[config.mk]
export PLATFORM = sky130hd
export DESIGN_NAME = ubr_uart
export DESIGN_NICKNAME = d
export VERILOG_FILES = /design/src/rtl/ubr_pkg.sv /design/src/rtl/ubr_uart.sv
export VERILOG_INCLUDE_DIRS = /design/src /design/src/rtl
export SDC_FILE = /design/constraint.sdc
export NUM_CORES = 1
export LEC_CHECK = 0
export BUFFER_PORTS_ARGS = -buffer_cell sky130_fd_sc_hd__buf_2
export CAP_MARGIN = 20
export CORE_AREA = 10 10 235 147
export CTS_BUF_LIST = sky130_fd_sc_hd__clkbuf_8
export DETAILED_ROUTE_END_ITERATION = 6
export DIE_AREA = 0 0 245 157
export HOLD_SLACK_MARGIN = 0.02
export SYNTH_ARGS = -nofsm -noshare
export SYNTH_HDL_FRONTEND = slang
export SYNTH_SLANG_ARGS = --single-unit
[constraint.sdc]
create_clock -name pclk -period 10.89 [get_ports pclk]
set_input_delay 2.178 -clock pclk [delete_from_list [all_inputs] [get_ports pclk]]
set_output_delay 2.178 -clock pclk [all_outputs]
set_load 0.005 [all_outputs]
[src/rtl/ubr_cfg.svh]
// Register offsets, field positions, reset values and timing counts of the serial port
`ifndef UBR_CFG_SVH
`define UBR_CFG_SVH
`define UBR_OFF_CTRL 12'h000
`define UBR_OFF_BAUD 12'h004
`define UBR_OFF_BRKTO 12'h008
`define UBR_OFF_TXDATA 12'h00c
`define UBR_OFF_RXDATA 12'h010
`define UBR_OFF_STATUS 12'h014
`define UBR_CTRL_PAR 0
`define UBR_CTRL_STOP2 2
`define UBR_CTRL_FLOW 3
`define UBR_CTRL_BRK 4
`define UBR_CTRL_BYPASS 5
`define UBR_ST_RXFULL 0
`define UBR_ST_PERR 1
`define UBR_ST_FERR 2
`define UBR_ST_OVR 3
`define UBR_ST_TXBUSY 4
`define UBR_PAR_NONE 2'h0
`define UBR_PAR_ODD 2'h1
`define UBR_PAR_EVEN 2'h2
`define UBR_BAUD_RST 16'h01d8
`define UBR_BRKTO_RST 16'h00f4
`define UBR_CLK_NS 8
`define UBR_RATE_SCALE_NS 4096000
`define UBR_OVERSAMPLE 16
`define UBR_NCO_MOD (`UBR_RATE_SCALE_NS / `UBR_CLK_NS / `UBR_OVERSAMPLE)
`define UBR_BRK_UNIT_NS 8192
`define UBR_BRK_UNIT_CYC (`UBR_BRK_UNIT_NS / `UBR_CLK_NS)
`define UBR_BRK_SHIFT 10
`endif

[src/rtl/ubr_pkg.sv]
// Types shared by the serial port with break reset and bypass
`default_nettype none
package ubr_pkg;
  typedef enum logic [4:0] {
    TX_IDLE = 5'h01, TX_START = 5'h02, TX_DATA = 5'h04, TX_PAR = 5'h08, TX_STOP = 5'h10
  } ubr_tx_e;
  typedef enum logic [4:0] {
    RX_IDLE = 5'h01, RX_START = 5'h02, RX_DATA = 5'h04, RX_PAR = 5'h08, RX_STOP = 5'h10
  } ubr_rx_e;
  typedef logic [1:0] ubr_par_t;
  typedef struct packed {
    logic tx;
    logic tx_oe;
    logic rts_n;
    logic rts_oe;
  } ubr_pins_s;
  typedef struct packed {
    ubr_tx_e txs;
    ubr_rx_e rxs;
    logic [14:0] acc;
    logic [3:0] tx_os;
    logic [2:0] tx_bit;
    logic [7:0] tx_sh;
    logic tx_line;
    logic tx_pend;
    logic [3:0] rx_os;
    logic [2:0] rx_bit;
    logic [7:0] rx_sh;
    logic rx_pbad;
    logic [7:0] rx_data;
    logic rx_full;
    logic perr;
    logic ferr;
    logic ovr;
    ubr_par_t par;
    logic stop2;
    logic flow;
    logic brk;
    logic bypass;
    logic [15:0] div;
    logic [15:0] brkto;
    logic [25:0] brk_cnt;
    logic self_rst;
    logic [31:0] rdata;
    ubr_pins_s pins;
    logic [3:0] gpio_o;
  } ubr_state_s;
endpackage
`default_nettype wire

[src/rtl/ubr_uart.sv]
// Serial port with flow control, break reset, break transmit and pin bypass
`timescale 1ns/1ns
`default_nettype none
`include "ubr_cfg.svh"
module ubr_uart
  import ubr_pkg::*;
(
  input wire logic pclk,
  input wire logic presetn,
  input wire logic ce,
  input wire logic psel,
  input wire logic penable,
  input wire logic pwrite,
  input wire logic [11:0] paddr,
  input wire logic [31:0] pwdata,
  output logic [31:0] prdata,
  output logic pready,
  output logic pslverr,
  input wire logic uart_rx,
  input wire logic uart_cts_n,
  output logic uart_tx,
  output logic uart_tx_oe,
  output logic uart_rts_n,
  output logic uart_rts_n_oe,
  input wire logic [3:0] gpio_in,
  output logic [3:0] gpio_out,
  output logic [3:0] gpio_oe,
  output logic deep_sleep,
  output logic self_reset
);
  localparam logic [16:0] NCO_MOD = 17'(`UBR_NCO_MOD);

  localparam ubr_state_s ST_RST = '{
    txs: TX_IDLE, rxs: RX_IDLE, acc: '0, tx_os: '0, tx_bit: '0, tx_sh: '0,
    tx_line: 1'b1, tx_pend: 1'b0, rx_os: '0, rx_bit: '0, rx_sh: '0, rx_pbad: 1'b0,
    rx_data: '0, rx_full: 1'b0, perr: 1'b0, ferr: 1'b0, ovr: 1'b0,
    par: `UBR_PAR_NONE, stop2: 1'b0, flow: 1'b0, brk: 1'b0, bypass: 1'b0,
    div: `UBR_BAUD_RST, brkto: `UBR_BRKTO_RST, brk_cnt: '0, self_rst: 1'b0,
    rdata: '0, pins: '0, gpio_o: '0};

  ubr_state_s s;
  ubr_state_s next_s;
  logic tick;
  logic cts_ok;
  logic [16:0] sum;

  function automatic logic par_of(input logic [7:0] d, input ubr_par_t m);
    par_of = (m == `UBR_PAR_ODD) ? ~(^d) : (^d);
  endfunction

  function automatic logic addr_ok(input logic [11:0] a);
    addr_ok = (a == `UBR_OFF_CTRL) || (a == `UBR_OFF_BAUD) || (a == `UBR_OFF_BRKTO) ||
              (a == `UBR_OFF_TXDATA) || (a == `UBR_OFF_RXDATA) || (a == `UBR_OFF_STATUS);
  endfunction

  assign pready = psel & penable;
  assign pslverr = pready & ~addr_ok(paddr);
  assign prdata = s.rdata;
  assign uart_tx = s.pins.tx;
  assign uart_tx_oe = s.pins.tx_oe;
  assign uart_rts_n = s.pins.rts_n;
  assign uart_rts_n_oe = s.pins.rts_oe;
  assign gpio_out = s.gpio_o;
  assign gpio_oe = {1'b0, s.bypass, 1'b0, s.bypass};
  assign deep_sleep = s.bypass;
  assign self_reset = s.self_rst;

  always_comb begin
    next_s = s;
    next_s.self_rst = 1'b0;
    cts_ok = ~s.flow | ~uart_cts_n;
    // Fractional divider: adding the divisor modulo 32000 gives 16 ticks per bit
    sum = {2'b00, s.acc} + {1'b0, s.div};
    tick = 1'b0;
    if (!s.bypass) begin
      if (sum >= NCO_MOD) begin
        next_s.acc = 15'(sum - NCO_MOD);
        tick = 1'b1;
      end else begin
        next_s.acc = sum[14:0];
      end
    end

    // Register reads are captured in the setup phase so read data leaves a flop
    if (psel && !penable && !pwrite) begin
      case (paddr)
        `UBR_OFF_CTRL: next_s.rdata = {26'h0, s.bypass, s.brk, s.flow, s.stop2, s.par};
        `UBR_OFF_BAUD: next_s.rdata = {16'h0, s.div};
        `UBR_OFF_BRKTO: next_s.rdata = {16'h0, s.brkto};
        `UBR_OFF_RXDATA: next_s.rdata = {24'h0, s.rx_data};
        `UBR_OFF_STATUS: next_s.rdata = {27'h0, s.tx_pend | (s.txs != TX_IDLE),
                                         s.ovr, s.ferr, s.perr, s.rx_full};
        default: next_s.rdata = 32'h0;
      endcase
    end
    if (pready && pwrite) begin
      case (paddr)
        `UBR_OFF_CTRL: begin
          next_s.par = pwdata[`UBR_CTRL_PAR +: 2];
          next_s.stop2 = pwdata[`UBR_CTRL_STOP2];
          next_s.flow = pwdata[`UBR_CTRL_FLOW];
          next_s.brk = pwdata[`UBR_CTRL_BRK];
          // Bypass cannot be withdrawn by software, only by reset
          next_s.bypass = s.bypass | pwdata[`UBR_CTRL_BYPASS];
        end
        `UBR_OFF_BAUD: next_s.div = pwdata[15:0];
        `UBR_OFF_BRKTO: next_s.brkto = pwdata[15:0];
        `UBR_OFF_TXDATA: begin
          if (!s.tx_pend) begin
            next_s.tx_sh = pwdata[7:0];
            next_s.tx_pend = 1'b1;
          end
        end
        `UBR_OFF_STATUS: begin
          next_s.perr = s.perr & ~pwdata[`UBR_ST_PERR];
          next_s.ferr = s.ferr & ~pwdata[`UBR_ST_FERR];
          next_s.ovr = s.ovr & ~pwdata[`UBR_ST_OVR];
        end
        default: ;
      endcase
    end
    if (pready && !pwrite && paddr == `UBR_OFF_RXDATA) begin
      next_s.rx_full = 1'b0;
    end

    // Transmitter; a new frame waits out a break so the break stays clean
    if (tick) begin
      if (s.txs == TX_IDLE) begin
        if (s.tx_pend && cts_ok && !s.brk) begin
          next_s.txs = TX_START;
          next_s.tx_line = 1'b0;
          next_s.tx_os = 4'h0;
        end
      end else begin
        next_s.tx_os = s.tx_os + 4'h1;
        if (s.tx_os == 4'hf) begin
          case (s.txs)
            TX_START: begin
              next_s.txs = TX_DATA;
              next_s.tx_bit = 3'h0;
              next_s.tx_line = s.tx_sh[0];
            end
            TX_DATA: begin
              if (s.tx_bit == 3'h7) begin
                if (s.par != `UBR_PAR_NONE) begin
                  next_s.txs = TX_PAR;
                  next_s.tx_line = par_of(s.tx_sh, s.par);
                end else begin
                  next_s.txs = TX_STOP;
                  next_s.tx_line = 1'b1;
                  next_s.tx_bit = 3'h0;
                end
              end else begin
                next_s.tx_bit = s.tx_bit + 3'h1;
                next_s.tx_line = s.tx_sh[s.tx_bit + 3'h1];
              end
            end
            TX_PAR: begin
              next_s.txs = TX_STOP;
              next_s.tx_line = 1'b1;
              next_s.tx_bit = 3'h0;
            end
            TX_STOP: begin
              if (s.stop2 && s.tx_bit == 3'h0) begin
                next_s.tx_bit = 3'h1;
              end else begin
                next_s.txs = TX_IDLE;
                next_s.tx_pend = 1'b0;
              end
            end
            default: next_s.txs = TX_IDLE;
          endcase
        end
      end
    end

    // Receiver, sampling mid-bit at 16x; new data and errors win over a clear
    if (tick) begin
      case (s.rxs)
        RX_IDLE: begin
          if (!uart_rx) begin
            next_s.rxs = RX_START;
            next_s.rx_os = 4'h0;
          end
        end
        RX_START: begin
          next_s.rx_os = s.rx_os + 4'h1;
          if (s.rx_os == 4'h7) begin
            next_s.rxs = uart_rx ? RX_IDLE : RX_DATA;
            next_s.rx_os = 4'h0;
            next_s.rx_bit = 3'h0;
          end
        end
        RX_DATA: begin
          next_s.rx_os = s.rx_os + 4'h1;
          if (s.rx_os == 4'hf) begin
            next_s.rx_sh[s.rx_bit] = uart_rx;
            next_s.rx_bit = s.rx_bit + 3'h1;
            if (s.rx_bit == 3'h7) begin
              next_s.rxs = (s.par != `UBR_PAR_NONE) ? RX_PAR : RX_STOP;
            end
          end
        end
        RX_PAR: begin
          next_s.rx_os = s.rx_os + 4'h1;
          if (s.rx_os == 4'hf) begin
            next_s.rx_pbad = uart_rx ^ par_of(s.rx_sh, s.par);
            next_s.rxs = RX_STOP;
          end
        end
        RX_STOP: begin
          next_s.rx_os = s.rx_os + 4'h1;
          if (s.rx_os == 4'hf) begin
            next_s.rxs = RX_IDLE;
            next_s.rx_data = s.rx_sh;
            next_s.rx_full = 1'b1;
            next_s.ovr = next_s.ovr | s.rx_full;
            next_s.ferr = next_s.ferr | ~uart_rx;
            next_s.perr = next_s.perr | (s.rx_pbad & (s.par != `UBR_PAR_NONE));
            next_s.rx_pbad = 1'b0;
          end
        end
        default: next_s.rxs = RX_IDLE;
      endcase
    end

    // Pins are registered; in bypass they follow the general pins a cycle late
    next_s.pins.tx_oe = 1'b1;
    next_s.pins.rts_oe = 1'b1;
    next_s.gpio_o = {1'b0, uart_cts_n, 1'b0, uart_rx};
    if (s.bypass) begin
      next_s.pins.tx = gpio_in[1];
      next_s.pins.rts_n = gpio_in[3];
    end else begin
      next_s.pins.tx = s.brk ? 1'b0 : s.tx_line;
      next_s.pins.rts_n = s.flow & s.rx_full;
    end

    // Break timer in units of 1024 clocks; asleep in bypass, so no reset there
    if (uart_rx || s.bypass) begin
      next_s.brk_cnt = 26'h0;
    end else begin
      next_s.brk_cnt = s.brk_cnt + 26'h1;
      if (s.brk_cnt[25:`UBR_BRK_SHIFT] > s.brkto) begin
        next_s = ST_RST;
        next_s.pins = s.pins;
        next_s.self_rst = 1'b1;
      end
    end
  end

  always_ff @(posedge pclk or negedge presetn) begin
    if (!presetn) begin
      s <= ST_RST;
    end else if (ce) begin
      s <= next_s;
    end
  end
endmodule
`default_nettype wire

## Word level (Yosys, flattened, before mapping)

Cells that the tools add are included.

| operators by class | value |
|---|---|
| add/sub/neg operators | 7 |
| $lt $le $gt $ge | 5 |
| equality and inequality tests | 23 |
| mux-type cells | 78 |
| bitwise gates (word level) | 23 |
| reduce and logical (&&, ||, !) cells | 26 |

Operators by type and width:

| cell | number |
|---|---|
| $mux 175 | 1 |
| $mux 108 | 1 |
| $mux 41 | 2 |
| $pmux 16 s5 | 1 |
| $mux 5 | 14 |
| $mux 16 | 2 |
| $mux 32 | 1 |
| $mux 8 | 4 |
| $mux 15 | 2 |
| $mux 28 | 1 |
| $add 26x1->26 const B | 1 |
| $mux 26 | 1 |
| $pmux 5 s5 | 1 |
| $eq 12x4->1 const B | 2 |
| $eq 12x5->1 const B | 2 |
| $mux 3 | 7 |
| $mux 1 | 20 |
| $pmux 5 s4 | 1 |
| $add 15x16->17 | 1 |
| $ge 17x15->1 const B | 1 |
| $gt 16x16->1 | 1 |
| $reduce_xor 8->1 | 2 |
| $sub 15x15->15 const B | 1 |
| $mux 7 | 2 |
| other kinds (43) | 90 |

| storage, ports and cells | value |
|---|---|
| register bits | 175 |
| input bits | 56 |
| output and inout bits | 48 |
| logic and storage cells | 194 |

## Logic depth before layout (Yosys ltp)

| logic depth | value |
|---|---|
| depth after elaboration | 11 |
| depth in mapped cells | 16 |
| depth with buffers taken out | 14 |

## Worst setup path before layout

No wires, ideal clock.

| timing path | value |
|---|---|
| path kind | input-to-output |
| start point | input port paddr[9] |
| end point | output port pslverr |
| arrival time | 3.164 ns |
| data required time | 8.712 ns |
| setup slack | 5.548 ns |
| cell stages on the path | 4 |
| path buffers | 0 |
| cell sequence | nor4_1 -> nand2_1 -> nor4_1 -> a21oi_1 |

| on the way | value |
|---|---|
| cells in the longest elaborated chain, start to end | 8 |
| elaborated cells between the ends (all ways) | 13 |
| those cells by class | eq/ne (5); bitwise (2); reduce/logical (6) |

RTL lines:

| what | RTL line | text |
|---|---|---|
| start: declaration | ubr_uart.sv:14 | `input wire logic [11:0] paddr,` |
| $eq 12x3->1 or $logic_not 12->1 (tied branches) | -- |  |
| $logic_or 1x1->1 (4 in series) | ubr_uart.sv:52 | `` addr_ok = (a == `UBR_OFF_CTRL) \|\| (a == `UBR_OFF_BAUD) \|\| (a == `UBR_OFF_BRKTO) \|\| `` |
| $logic_or 1x1->1 * | ubr_uart.sv:52 |  |
| $not 1->1 * | ubr_uart.sv:57 | `assign pslverr = pready & ~addr_ok(paddr);` |
| $and 1x1->1 * | ubr_uart.sv:57 |  |
| end: declaration | ubr_uart.sv:18 | `output logic pslverr,` |

Every way passes the cells marked *; elsewhere a longest branch is shown, timed or not.

## Final worst setup path

Ends and elaborated chain as after synthesis.

==> results.ini <==
[global_routing]
grt_use_total_pct=16.1
grt_pass1_vias=8032
grt_pass1_wl_um=48500
grt_max_degree=65
overflow=0
antenna_found_initial=1

[finish]
final_common_cell=dfrtp_1
fillCellCount=3115
postLayoutCellArea_um2=11300
area_delta_synth_final_pct=8.48
finalNetCount=1207
multiInputGateArea_um2=5460
drive_gt1_share_pct=16.4
final_cell_mix=dfrtp_1 (159), nand2_1 (98), buf_2 (81)
regArea_um2=4320

[timing]
hold_ws_ps=483
drv_slew=0
setup_viol=0
hold_viol_final=0
period_share_pct=49.9
layout_min_cycle_time_ps=5440
setup_tns_ps=0
rsz0062_at_grt=false
timing.fmax_ghz=0.184
relSlewSlack_pct=31.1
fin_worst_skew_ps=25.1
worst_slew_pin_slew_ps=1020

[floorplan]
fp.coreArea_um2=30500
die_height_um=157
initial_utilization_pct=34.3
die_area_um2=38500
io_pins=104
rows=50
die_w_um=245

[synth]
postSynthCellCount=1086
synth_compound_area_share_pct=25.6
synthAdderAreaFrac_pct=5.10
synth_ff_type=dfrtp_1
yosysWarnings=0
synth-simple-area-share_pct=16.9
synth-seq-area-share_pct=41.3
synth-xor-area-share_pct=2.51
synth_top_family_by_area=compound AO/OA/AOI/OAI gates
ys_async_sr_fraction_pct=100
synthesis.area_um2=10500
syn_avg_cell_area_um2=9.63
ys_ff_latch=172
synth_edf_count=0
synth.distinct_cells=96
synth.area.mux_share_pct=1.83

[critical_path]
reg2reg_depth=14
startpoint_type=input port
crit_path_max_incr_delay_ps=260
critPathKind=input port to output port
critPathMaxFanout=7
r2r_end=s[106]$_DFFE_PN0P_
required_ps=8710
arrival_ps=3260
slowest_stage=nor4_1
crit_path_end_kind=output port
r2r_slack_ps=6230
crit_chain=buf_2, nor4_1, nand2_1, nor4_1, buf_4, a21oi_1, buf_2
r2r-start=s[83]$_DFFE_PN0P_

[clock_tree]
clock_sinks=172
cts_setup_buffers=0
ctsHoldBuffers=0
cts_tree=yes
root_buffer=clkbuf_8
clockBufferDepth=2
clk_latency_ps=510
numCtsBuffers=17
h-tree-depth=4
cts.clk_slew.worst_paths_ps=90
cts_resized=0

[min_path]
worstHoldStart=uart_tx_oe$_DFFE_PN0P_
hold_end=uart_tx_oe$_DFFE_PN0P_
hold_path.class=flip-flop to flip-flop
hold_depth=1

[placement]
post_dp_cell_area_um2=11000
dp.final_hpwl_um=23200
io_buffer_count=81
gp_congestion=0.864

[route]
drt_iter0_drc=1195
vias_per_cell=5.74
wirelength_um=31100
drc=0
vias=8835
antenna_left=0
post_drt_wl_per_cell_um=20.2
dr.pass1.iters=6

[power_and_ir_drop]
leakage_uw=0.00503
powerDensity_nw_per_um2=141
ir_worst_vdd_mv=0.0836

[status]
status=finished clean

[run]
cap_violations=0

-- registers in the layout, indices dropped and copies added (netlist names) --
name        cells
prdata         32
deep_sleep      1
uart_tx_oe      1
uart_tx         1
s             133
gpio_out        2
uart_rts_n      1
self_reset      1
-- synthesized netlist by cell type (7+ instances only) --
cell type	instances	area [um2]
and3_1	24	150
dfrtp_1	159	3980
o211ai_1	13	97.6
o2bb2ai_1	11	96.3
a21oi_1	25	125
a222oi_1	7	70.1
mux2i_1	9	90.1
a22o_1	63	552
clkbuf_1	45	169
nor3_1	20	100
nor4_1	14	87.6
a21o_1	8	60.1
xnor2_1	24	210
a211oi_1	12	90.1
nand4_1	17	106
inv_1	41	154
nor2b_1	8	50.1
buf_4	42	315
dfstp_2	13	342
a22oi_1	14	105
o21ai_0	61	305
o31ai_1	36	270
ha_1	41	513
a31oi_1	7	43.8
nand2_1	98	368
nand2b_1	13	81.3
o21ai_1	8	40.0
nand3_1	30	150
nor2_1	56	210
and2_1	27	169
o21a_1	7	52.6
-- logic make-up after synthesis --
family          Yosys count
other cells               1
simple gates            344
flops                   172
fa+ha+maj                42
mux                      16
xor+xnor                 30
buf+inv                 138
compound gates          343
-- through the flow --
step                setup WS, ps  util [%]  std cells  total power, uW
floorplan                   5550         -       1089             1060
global placement            5250      35.9       1503             1170
detailed placement          5260      36.0       1504             1180
CTS                         5450      37.1       1536             1610
global route                5430      37.2       1539             1690
finish                      5450      37.2       1539             1600
-- critical path, delay by kind of cell --
family          cells  cell delay, ps
buf+inv             3             460
simple gates        3             520
compound gates      1             110
-- metal layers --
layer  share of wire, %  routed length, um  up-vias  global-route usage, %
met5                  0                  0        -                      0
met4                1.1                340        0                   4.04
met3                9.3               2900       24                   5.20
met2                 37              11400      368                   19.3
met1                 53              16400     4357                   25.7
li1                   -                  -     4086                      -
-- layout make-up --
cell class | instances | area share (%)
well taps | 416 | 4.59
repair buffers | 97 | 4.73
diodes | 1 | 0.0221
flip-flops and latches | 172 | 38.1
multi-input cells | 779 | 48.1
clock inverters | 13 | 0.783
clock buffers | 19 | 2.30
inverters | 42 | 1.39
-- power breakdown --
part           internal (uW)  leakage, uW  switching, uW
Sequential               672      0.00231           26.9
Clock                    171     0.000193            255
Combinational            178      0.00253            297
Total                   1020      0.00503            578
-- worst max path at each step --
| stage | cells after the start | end | start |
|---|---|---|---|
| 2_1_floorplan | 4 | pslverr | paddr[9] |
| 3_3_place_gp | 7 | s[54]$_DFFE_PN0P_ | ce |
| 3_5_place_dp | 7 | s[54]$_DFFE_PN0P_ | ce |
| 4_1_cts | 7 | pslverr | paddr[9] |
| 5_1_grt | 7 | pslverr | paddr[9] |
| 6_report | 7 | pslverr | paddr[9] |
No activity file was read; power rests on OpenSTA's default activity.
